===== src/rtl/ebw_params.svh =====
`ifndef EBW_PARAMS_SVH
`define EBW_PARAMS_SVH
`define EBW_ADDR_WSF 8'h28
`define EBW_ADDR_BSC 8'h29
`define EBW_ADDR_WMC 8'h2b
`define EBW_WSF_RST 16'h7fff
`define EBW_WSF_MASK 16'hffff
`define EBW_BSC_RST 16'hf800
`define EBW_BSC_MASK 16'hf807
`define EBW_WMC_RST 16'h0000
`define EBW_WMC_MASK 16'h0001
`define EBW_MODE_RST 4'h0
`define EBW_BSC_TURN_BIT 11
`define EBW_BSC_HKEEP_BIT 2
`define EBW_BSC_DKEEP_BIT 1
`define EBW_BSC_OFF_BIT 0
`define EBW_WSF_XPA_BIT 15
`endif


===== src/rtl/ebw_pkg.sv =====
package ebw_pkg;
  typedef enum logic [1:0] {
    EBW_SP_PROG = 2'h0,
    EBW_SP_DATA = 2'h1,
    EBW_SP_IO = 2'h2
  } ebw_space_e;
  typedef enum logic [3:0] {
    EBW_IDLE = 4'h1,
    EBW_EXTRA = 4'h2,
    EBW_WAIT = 4'h4,
    EBW_LAST = 4'h8
  } ebw_state_e;
endpackage


===== src/rtl/ebw_cfg_if.sv =====
`timescale 1ns/10ps
`default_nettype none
interface ebw_cfg_if;
  logic [15:0] wait_fields;
  logic wait_multiplier_sel;
  logic [3:0] bank_compare_mask;
  logic prog_data_turnaround;
  modport regs (output wait_fields, wait_multiplier_sel, bank_compare_mask, prog_data_turnaround);
  modport seq (input wait_fields, wait_multiplier_sel, bank_compare_mask, prog_data_turnaround);
endinterface
`default_nettype wire


===== src/rtl/ebw_seq.sv =====
`timescale 1ns/10ps
`default_nettype none
`include "ebw_params.svh"
module ebw_seq (
  input wire logic clk_i,
  input wire logic reset_n_i,
  ebw_cfg_if.seq cfg,
  input wire logic acc_req_i,
  input wire ebw_pkg::ebw_space_e acc_space_i,
  input wire logic acc_write_i,
  input wire logic [15:0] acc_addr_i,
  input wire logic ready_s_i,
  output logic acc_done_o,
  output logic busy_o,
  output logic strobe_o
);
  import ebw_pkg::*;
  ebw_state_e st_r, st_nxt;
  logic [3:0] cnt_r, cnt_nxt;
  logic [1:0] extra_r, extra_nxt;
  logic [3:0] pend_wait_r, pend_wait_nxt;
  logic [3:0] last_bank_r, last_bank_nxt;
  ebw_space_e last_sp_r, last_sp_nxt;
  logic last_rd_r, last_rd_nxt;
  logic have_last_r, have_last_nxt;
  logic [2:0] base;
  logic [3:0] waits;
  logic bank_chg, cross_dp, turn;
  logic [1:0] extra;

  function automatic logic [2:0] fld(input logic [15:0] w, input int idx);
    fld = w[idx*3 +: 3];
  endfunction

  // range select for the access being started
  always_comb begin
    base = fld(cfg.wait_fields, 4);
    unique case (acc_space_i)
      EBW_SP_PROG: begin
        if (cfg.wait_fields[`EBW_WSF_XPA_BIT] || !acc_addr_i[15]) begin
          base = fld(cfg.wait_fields, 0);
        end else begin
          base = fld(cfg.wait_fields, 1);
        end
      end
      EBW_SP_DATA: base = acc_addr_i[15] ? fld(cfg.wait_fields, 3) : fld(cfg.wait_fields, 2);
      EBW_SP_IO: base = fld(cfg.wait_fields, 4);
      default: base = fld(cfg.wait_fields, 4);
    endcase
    waits = cfg.wait_multiplier_sel ? {base, 1'b0} : {1'b0, base};
    bank_chg = have_last_r && (last_sp_r == acc_space_i) && (acc_space_i != EBW_SP_IO) &&
               (((last_bank_r ^ acc_addr_i[15:12]) & cfg.bank_compare_mask) != 4'h0);
    cross_dp = have_last_r && (last_sp_r == EBW_SP_DATA) && (acc_space_i == EBW_SP_PROG);
    turn = cfg.prog_data_turnaround && have_last_r && last_rd_r && !acc_write_i &&
           (((last_sp_r == EBW_SP_DATA) && (acc_space_i == EBW_SP_PROG)) ||
            ((last_sp_r == EBW_SP_PROG) && (acc_space_i == EBW_SP_DATA)));
    extra = {1'b0, bank_chg || cross_dp} + {1'b0, turn};
  end

  always_comb begin
    st_nxt = st_r;
    cnt_nxt = cnt_r;
    extra_nxt = extra_r;
    pend_wait_nxt = pend_wait_r;
    last_bank_nxt = last_bank_r;
    last_sp_nxt = last_sp_r;
    last_rd_nxt = last_rd_r;
    have_last_nxt = have_last_r;
    acc_done_o = 1'b0;
    unique case (st_r)
      EBW_IDLE: begin
        if (acc_req_i) begin
          last_bank_nxt = acc_addr_i[15:12];
          last_sp_nxt = acc_space_i;
          last_rd_nxt = !acc_write_i;
          have_last_nxt = 1'b1;
          pend_wait_nxt = waits;
          extra_nxt = extra;
          cnt_nxt = waits;
          if (extra != 2'h0) begin
            st_nxt = EBW_EXTRA;
          end else if (waits != 4'h0) begin
            st_nxt = EBW_WAIT;
          end else begin
            st_nxt = EBW_LAST;
          end
        end
      end
      EBW_EXTRA: begin
        extra_nxt = extra_r - 2'h1;
        if (extra_r == 2'h1) begin
          st_nxt = (pend_wait_r != 4'h0) ? EBW_WAIT : EBW_LAST;
        end
      end
      EBW_WAIT: begin
        cnt_nxt = cnt_r - 4'h1;
        if (cnt_r == 4'h1) begin
          st_nxt = EBW_LAST;
        end
      end
      EBW_LAST: begin
        // ready low stretches past the programmed count
        if (ready_s_i) begin
          acc_done_o = 1'b1;
          st_nxt = EBW_IDLE;
        end
      end
      default: st_nxt = EBW_IDLE;
    endcase
  end

  always_ff @(posedge clk_i or negedge reset_n_i) begin
    if (!reset_n_i) begin
      st_r <= EBW_IDLE;
      cnt_r <= 4'h0;
      extra_r <= 2'h0;
      pend_wait_r <= 4'h0;
      last_bank_r <= 4'h0;
      last_sp_r <= EBW_SP_PROG;
      last_rd_r <= 1'b0;
      have_last_r <= 1'b0;
    end else begin
      st_r <= st_nxt;
      cnt_r <= cnt_nxt;
      extra_r <= extra_nxt;
      pend_wait_r <= pend_wait_nxt;
      last_bank_r <= last_bank_nxt;
      last_sp_r <= last_sp_nxt;
      last_rd_r <= last_rd_nxt;
      have_last_r <= have_last_nxt;
    end
  end

  assign busy_o = (st_r != EBW_IDLE);
  // bank/turn cycles precede the strobe so the address settles first
  assign strobe_o = (st_r == EBW_WAIT) || (st_r == EBW_LAST);
endmodule
`default_nettype wire


===== src/rtl/ebw_ctrl.sv =====
`timescale 1ns/10ps
`default_nettype none
`include "ebw_params.svh"
module ebw_ctrl (
  input wire logic clk_i,
  input wire logic reset_n_i,
  input wire logic mmr_wr_i,
  input wire logic [7:0] mmr_addr_i,
  input wire logic [15:0] mmr_wdata_i,
  output logic [15:0] mmr_rdata_o,
  input wire logic acc_req_i,
  input wire ebw_pkg::ebw_space_e acc_space_i,
  input wire logic acc_write_i,
  input wire logic [15:0] acc_addr_i,
  input wire logic [15:0] acc_wdata_i,
  output logic acc_done_o,
  output logic acc_busy_o,
  input wire logic ready_i,
  input wire logic mode_wr_i,
  input wire logic [3:0] mode_wdata_i,
  output logic [3:0] mode_bits_o,
  output logic [15:0] ext_addr_o,
  output logic [15:0] ext_data_o,
  output logic ext_data_oe_o,
  input wire logic [15:0] ext_data_i,
  output logic mem_strobe_n_o,
  output logic rw_n_o,
  output logic io_strobe_n_o,
  input wire logic [7:0] host_data_i,
  input wire logic host_data_driven_i,
  output logic [7:0] host_keep_o,
  output logic host_keep_oe_o,
  output logic data_keep_oe_o
);
  import ebw_pkg::*;
  ebw_cfg_if cfg ();
  logic [15:0] wsf_r, wsf_nxt;
  logic [15:0] bsc_r, bsc_nxt;
  logic [15:0] wmc_r, wmc_nxt;
  logic [3:0] mode_r, mode_nxt;
  logic [15:0] addr_r, addr_nxt;
  logic [15:0] wd_r, wd_nxt;
  logic [15:0] dkeep_r, dkeep_nxt;
  logic [7:0] hkeep_r, hkeep_nxt;
  logic rw_n_r, rw_n_nxt;
  logic io_r, io_nxt;
  logic off_r, off_nxt;
  logic rdy_m_r, rdy_s_r;
  logic [15:0] rdata_r, rdata_nxt;
  logic [15:0] ed_m_r, ed_s_r;
  logic [7:0] hd_m_r, hd_s_r;
  logic hdrv_m_r, hdrv_s_r;
  logic [1:0] rd_d_r;
  logic seq_strobe, seq_busy, seq_done, start;

  function automatic logic hit(input logic [7:0] a, input logic [7:0] r);
    hit = (a == r);
  endfunction

  function automatic logic [15:0] rd_mux(input logic [7:0] a, input logic [15:0] w, input logic [15:0] b,
                                         input logic [15:0] m);
    rd_mux = 16'h0000;
    if (hit(a, `EBW_ADDR_WSF)) begin
      rd_mux = w;
    end else if (hit(a, `EBW_ADDR_BSC)) begin
      rd_mux = b;
    end else if (hit(a, `EBW_ADDR_WMC)) begin
      rd_mux = m;
    end
  endfunction

  assign cfg.wait_fields = wsf_r;
  assign cfg.wait_multiplier_sel = wmc_r[0];
  assign cfg.bank_compare_mask = bsc_r[15:12];
  assign cfg.prog_data_turnaround = bsc_r[`EBW_BSC_TURN_BIT];

  // accesses are held off while the bus is switched off
  assign start = acc_req_i && !off_r;

  ebw_seq u_seq (
    .clk_i(clk_i),
    .reset_n_i(reset_n_i),
    .cfg(cfg),
    .acc_req_i(start),
    .acc_space_i(acc_space_i),
    .acc_write_i(acc_write_i),
    .acc_addr_i(acc_addr_i),
    .ready_s_i(rdy_s_r),
    .acc_done_o(seq_done),
    .busy_o(seq_busy),
    .strobe_o(seq_strobe)
  );

  always_comb begin
    wsf_nxt = wsf_r;
    bsc_nxt = bsc_r;
    wmc_nxt = wmc_r;
    mode_nxt = mode_r;
    if (mmr_wr_i && hit(mmr_addr_i, `EBW_ADDR_WSF)) begin
      wsf_nxt = mmr_wdata_i & `EBW_WSF_MASK;
    end
    if (mmr_wr_i && hit(mmr_addr_i, `EBW_ADDR_BSC)) begin
      bsc_nxt = mmr_wdata_i & `EBW_BSC_MASK;
    end
    if (mmr_wr_i && hit(mmr_addr_i, `EBW_ADDR_WMC)) begin
      wmc_nxt = mmr_wdata_i & `EBW_WMC_MASK;
    end
    if (mode_wr_i && !off_r) begin
      mode_nxt = mode_wdata_i;
    end
    rdata_nxt = rd_mux(mmr_addr_i, wsf_r, bsc_r, wmc_r);
  end

  // off takes effect only once no cycle is in progress
  always_comb begin
    off_nxt = bsc_r[`EBW_BSC_OFF_BIT] && !seq_busy && !start;
    if (!bsc_r[`EBW_BSC_OFF_BIT]) begin
      off_nxt = 1'b0;
    end else if (off_r) begin
      off_nxt = 1'b1;
    end
    addr_nxt = addr_r;
    wd_nxt = wd_r;
    rw_n_nxt = rw_n_r;
    io_nxt = io_r;
    if (start && !seq_busy) begin
      addr_nxt = acc_addr_i;
      wd_nxt = acc_wdata_i;
      rw_n_nxt = !acc_write_i;
      io_nxt = (acc_space_i == EBW_SP_IO);
    end else if (off_r) begin
      addr_nxt = 16'h0000;
      rw_n_nxt = 1'b1;
      io_nxt = 1'b0;
    end
    dkeep_nxt = dkeep_r;
    if (seq_strobe && !rw_n_r) begin
      dkeep_nxt = wd_r;
    end else if (rd_d_r[1]) begin
      // read data reaches the keeper two cycles late through the pin synchroniser
      dkeep_nxt = ed_s_r;
    end
    hkeep_nxt = hdrv_s_r ? hd_s_r : hkeep_r;
  end

  always_ff @(posedge clk_i or negedge reset_n_i) begin
    if (!reset_n_i) begin
      wsf_r <= `EBW_WSF_RST;
      bsc_r <= `EBW_BSC_RST;
      wmc_r <= `EBW_WMC_RST;
      mode_r <= `EBW_MODE_RST;
      addr_r <= 16'h0000;
      wd_r <= 16'h0000;
      rw_n_r <= 1'b1;
      io_r <= 1'b0;
      off_r <= 1'b0;
      dkeep_r <= 16'h0000;
      hkeep_r <= 8'h00;
      rdata_r <= 16'h0000;
    end else begin
      wsf_r <= wsf_nxt;
      bsc_r <= bsc_nxt;
      wmc_r <= wmc_nxt;
      mode_r <= mode_nxt;
      addr_r <= addr_nxt;
      wd_r <= wd_nxt;
      rw_n_r <= rw_n_nxt;
      io_r <= io_nxt;
      off_r <= off_nxt;
      dkeep_r <= dkeep_nxt;
      hkeep_r <= hkeep_nxt;
      rdata_r <= rdata_nxt;
    end
  end

  // pins from outside the clock domain pass two flip-flops before use, except host_data_driven_i, which also gates the keeper enable raw
  always_ff @(posedge clk_i or negedge reset_n_i) begin
    if (!reset_n_i) begin
      rdy_m_r <= 1'b1;
      rdy_s_r <= 1'b1;
      ed_m_r <= 16'h0000;
      ed_s_r <= 16'h0000;
      hd_m_r <= 8'h00;
      hd_s_r <= 8'h00;
      hdrv_m_r <= 1'b0;
      hdrv_s_r <= 1'b0;
      rd_d_r <= 2'h0;
    end else begin
      rdy_m_r <= ready_i;
      rdy_s_r <= rdy_m_r;
      ed_m_r <= ext_data_i;
      ed_s_r <= ed_m_r;
      hd_m_r <= host_data_i;
      hd_s_r <= hd_m_r;
      hdrv_m_r <= host_data_driven_i;
      hdrv_s_r <= hdrv_m_r;
      rd_d_r <= {rd_d_r[0], seq_strobe && rw_n_r};
    end
  end

  assign mmr_rdata_o = rdata_r;
  assign mode_bits_o = mode_r;
  assign acc_done_o = seq_done;
  assign acc_busy_o = seq_busy || off_r;
  assign ext_addr_o = addr_r;
  assign rw_n_o = rw_n_r;
  assign mem_strobe_n_o = !(seq_strobe && !io_r);
  assign io_strobe_n_o = !(seq_strobe && io_r);
  assign ext_data_oe_o = seq_strobe && !rw_n_r;
  assign ext_data_o = (seq_strobe && !rw_n_r) ? wd_r : dkeep_r;
  // keeper drives the last level only while no one else drives
  assign data_keep_oe_o = !seq_strobe && bsc_r[`EBW_BSC_DKEEP_BIT];
  assign host_keep_o = hkeep_r;
  // enable stays on the raw pin: a synchronised one would fight the host for two cycles
  assign host_keep_oe_o = bsc_r[`EBW_BSC_HKEEP_BIT] && !host_data_driven_i;
endmodule
`default_nettype wire


===== config.mk =====
export PLATFORM = sky130hd
export DESIGN_NAME = ebw_ctrl
export DESIGN_NICKNAME = d
export VERILOG_FILES = /design/src/rtl/ebw_pkg.sv /design/src/rtl/ebw_cfg_if.sv /design/src/rtl/ebw_seq.sv /design/src/rtl/ebw_ctrl.sv
export VERILOG_INCLUDE_DIRS = /design/src /design/src/rtl
export SDC_FILE = /design/constraint.sdc
export NUM_CORES = 1
export LEC_CHECK = 0
export ABC_AREA = 0
export BUFFER_PORTS_ARGS = -buffer_cell sky130_fd_sc_hd__buf_2
export CORE_MARGIN = 4
export CORE_UTILIZATION = 25
export CTS_CLUSTER_DIAMETER = 200
export DETAILED_ROUTE_END_ITERATION = 8
export GPL_ROUTABILITY_DRIVEN = 1
export HOLD_SLACK_MARGIN = 0.08
export SLEW_MARGIN = 20
export SYNTH_ARGS = -nofsm -noshare
export SYNTH_HDL_FRONTEND = slang
export SYNTH_SLANG_ARGS = --single-unit

===== constraint.sdc =====
create_clock -name clk_i -period 2.9 [get_ports clk_i]
set_input_delay 0.29 -clock clk_i [delete_from_list [all_inputs] [get_ports clk_i]]
set_output_delay 0.29 -clock clk_i [all_outputs]
set_load 0.02 [all_outputs]

# == Word level (Yosys, flattened, before mapping) ==
# Cells that the tools add are included.
# totals
input_bits,94
regBits,180
word_cells,140
out_inout_bits,68
# classes
addsub,3
bitwise,2
n_reduce_logical,55
n_eq_ne,19
mux,32
# op_table
operator,n
$mux W16,7
$mux W4,9
$logic_and A1 B1 Y1,25
$eq A8 B6 Y1 const B,3
$pmux W4 S4,1
$reduce_bool A4 Y1,3
$logic_not A1 Y1,11
$reduce_bool A2 Y1,5
$mux W1,9
$eq A4 B1 Y1 const B,2
$pmux W4 S2,1
$eq A2 B1 Y1 const B,3
$mux W3,2
$ne A2 B2 Y1 const B,3
$pmux W3 S2,1
$reduce_and A2 Y1,3
$logic_or A1 B1 Y1,5
$and A4 B4 Y4,1
$eq A4 B2 Y1 const B,1
$eq A4 B3 Y1 const B,1
$eq A4 B4 Y1 const B,1
$logic_not A2 Y1,2
$ne A2 B1 Y1 const B,2
$ne A4 B1 Y1 const B,1
9 further kinds,9

# == Logic depth before layout (Yosys ltp) ==
# depth
ltp_word,10
depth_mapped,9
mapped_depth_nobuf,8

# == Modules after synthesis ==
# From an unflattened synthesis, not the netlist that was laid out.
# unflattened
cells_unflattened,551
area_unflattened_um2,7115.6
# by_module_without_submodules
mod,area_each_um2,cells_each,seq_area_each_um2,n_inst
ebw_ctrl,5733.0,410,3982.6,1
ebw_seq,1382.6,141,551.8,1

# == Worst setup path before layout ==
# OpenSTA, ideal clock, no wires.
# synth_path
path_type,register to output
from,reg u_seq.st_r[2]
to,out ext_data_o[12]
required_time_ps,2610
path_slack_ps,936
t_arrival_ps,1674
path_stages_with_launch,10
cell_sequence,dfrtp_1 buf_2 xnor2_1 or3_4 or2_1 buf_6 inv_6 buf_6 nand2_1 nand2_1
# synth_between
elab_chain_cells,4
word_cells_on_any_way,5
cone_classes,2 x eq/ne; 1 x mux; 2 x reduce/logical
# synth_lines
element,line,source
from (decl),ebw_seq.sv:18,"ebw_state_e st_r, st_nxt;"
from (signal assigned),ebw_seq.sv:123,st_r <= st_nxt;
$eq A4 B3 Y1 or $eq A4 B4 Y1 (tied branches),ebw_seq.sv:136,assign strobe_o = (st_r == EBW_WAIT) || (st_r == EBW_LAST);
$logic_or A1 B1 Y1 *,ebw_seq.sv:136,
$logic_and A1 B1 Y1 *,ebw_ctrl.sv:210,assign ext_data_o = (seq_strobe && !rw_n_r) ? wd_r : dkeep_r;
$mux W16 *,ebw_ctrl.sv:210,
to (decl),ebw_ctrl.sv:23,"output logic [15:0] ext_data_o,"
# Mark *: on every way between the ends. The rest lies on a longest branch, timed or not.

# == Worst setup path after layout ==
# layout_path
from,reg u_seq.st_r[2]
to,out ext_data_o[15]
# The elaborated chain is that of the path after synthesis.

==> impl_metrics.ini <==
[detailed_routing]
routed_wirelength_mm = 17.8
via_per_inst = 4.21
drc = 0
ant_nets = 0
wl_per_cell_um = 14.6
drtPass1Iterations = 4
drt_iter0_markers = 282
num_vias = 5122

[sta]
drv_slew = 0
max_freq_mhz = 389
skew_ns = 0.00875
layout_worst_path_cycle_share_pct = 88.6
hold_ws_ns = 0.105
tightestPinTransition_ns = 0.741
hold_viol = 0
rsz0062_at_grt = no
report.final.setup_viol = 0
tns_ns = 0
max_slew_margin_pct = 50.6
setup_slack_ns = 0.330
fin_crit_ns = 2.57

[global_route]
grt_max_degree = 91
grt_overflow = 0
grt_pass1_wl_mm = 28.7
grt_pass1_vias = 5511
track_usage_pct = 11.7
antenna_found_initial = 1

[logic_synthesis]
synth_area_per_cell_um2 = 11.9
yosysUniqueCellTypes = 61
synth.largest_area_cell = dfrtp_1
syn_area_mm2 = 0.00715
synth-main-ff-cell = dfrtp_1
syn_inst = 601
synth_seq_area_share_pct = 63.4
ys_seq_elements = 180
ys_warn_count = 0
ys_top_cells_by_area = dfrtp_1 (55%), dfstp_2 (8.8%), nand2_1 (8.3%), mux2_2 (5.4%), mux2i_1 (3.1%)
syn_nets = 700
yosysTopAreaCellShare_pct = 54.6
synth_enable_flop_cells = 0
async_reset_ff_share_pct = 100

[clock_tree]
cts_setup_buffers = 0
clk_path_buf_depth = 2
cts-root-buf = clkbuf_16
numClockSinks = 180
post_cts_resized = 0
cts_max_level = 4
tritoncts = yes
holdBufCountCts = 63
clk_pin_slew_ns = 0.07
insertion_delay_ns = 0.43
numCtsBuffers = 17

[worst_setup_path]
cp.arrival_ns = 2.28
required_ns = 2.61
cp-start-kind = flip-flop
end_kind = primary output
worstRegToRegCells = 6
critPathMaxFanout = 33
path_class = flip-flop to primary output

[power_and_ir_drop]
p_leak_nw = 4.71
powerDensity_mw_per_mm2 = 814
ir_drop_uv = 382
power.total_mw = 7.81

[finish]
multi_input_area_mm2 = 0.00239
n_fill_cell = 2802
antenna_cells = 0
seqCellArea_mm2 = 0.00453
final_common_cell = buf_2
final_cells = 1216
mostFrequentLayoutCells = buf_2 (160), nand2_1 (157), dfrtp_1 (156), dlygate4sd3_1 (64), mux2_2 (34)
nNetsFinal = 924
syn_to_final_growth_pct = 34.3
post_route_cells_drive_above_1_share_pct = 33.4

[placement]
dpl_worst_slack_ns = 0.720
numPortBuffers = 161
gp_congestion = 0.791
dp.cells = 1120
hpwl_mm = 11.9

[floorplan]
die-area_mm2 = 0.0314
die_h_um = 177
die_w_um = 177
io_pins = 162
fp.coreArea_mm2 = 0.0280
initial_utilization_pct = 25.5
fp-row-count = 61

[hold_path]
whs_path_depth = 2
hp-class = input port to flip-flop

[run_status]
outcome = complete, no violations

[run]
cap_violations = 0
-- cell usage after synthesis, drive strengths merged, types with 4 or more instances --
cell	count
nand2	160
dfrtp	156
mux2	40
o21ai	28
dfstp	24
mux2i	22
nor2	21
buf	17
nand3b	14
clkbuf	13
a22o	10
inv	10
and3	9
a21oi	7
nor2b	6
xor2	6
ha	5
nand3	5
and2	4
nand2b	4
o211ai	4
or4b	4
-- worst paths after layout --
check | from | to | slack (ns)
min reg2reg | ed_m_r[10] | ed_s_r[10] | 0.34
max in group asynchronous | reset_n_i | rdy_s_r | 1.55
max | u_seq.st_r[2] | ext_data_o[15] | 0.33
max reg2reg | u_seq.st_r[0] | wd_r[12] | 0.88
min in group asynchronous | reset_n_i | cfg.wait_fields[15] | 0.49
min | mmr_wdata_i[4] | cfg.wait_fields[4] | 0.10
-- per-stage QoR --
step                      instance area [um^2]  util [%]
after floorplan                           7150         -
after global placement                    8350      29.8
after detailed placement                  8350      29.8
after CTS                                 9590      34.2
after global routing                      9600      34.3
final                                     9600      34.3
-- power by group --
group	internal, mW	switching [mW]	leakage [nW]
registers	3.03	0.305	2.19
clock network	1.39	1.04	0.297
logic	0.788	1.25	2.22
-- critical path, cell delays in order (launching register included) --
cell	delay (ns)
dfrtp_1	0.47
xnor2_1	0.16
or3_4	0.35
or2_1	0.28
inv_6	0.22
nand2_1	0.12
nand2_1	0.10
buf_2	0.17
-- flip-flops by register name, summed over array words and instances (netlist names), 8 cells and up --
name / count
ext_addr_o: 16
ed_m_r: 16
bsc_r: 8
mmr_rdata_o: 16
cfg.wait_fields: 16
wd_r: 16
ed_s_r: 16
dkeep_r: 16
hd_s_r: 8
hd_m_r: 8
host_keep_o: 8
-- cell type report --
cell class / count / area share (%)
Timing Repair Buffer: 235 / 16.1
Inverter: 10 / 0.443
Tap cell: 378 / 4.93
Multi-Input combinational cell: 381 / 24.9
Clock inverter: 14 / 1.81
Clock buffer: 18 / 4.57
Sequential cell: 180 / 47.2
-- per-layer routing --
layer  up-vias  track usage, %  wire (um)  part of all wire (%)
li1       2458               -          -                     -
met1      2545            14.2       7790                    44
met2       103            20.1       9000                    51
met3        14            2.91        749                   4.2
met4         2            4.16        220                   1.2
met5         -               0          8                 0.045
-- kinds of logic (layout without fill, tap and decap cells) --
logic type      after synthesis  count (layout)  share of synthesized area, %
simple gates                246             246                          16.6
flops                       180             180                          63.4
mux                          62              62                          9.64
compound gates               61              61                          5.46
buf+inv                      40             277                          3.13
xor+xnor                      7               7                         0.858
fa+ha+maj                     5               5                         0.875
(Power assumes the default switching activity.)
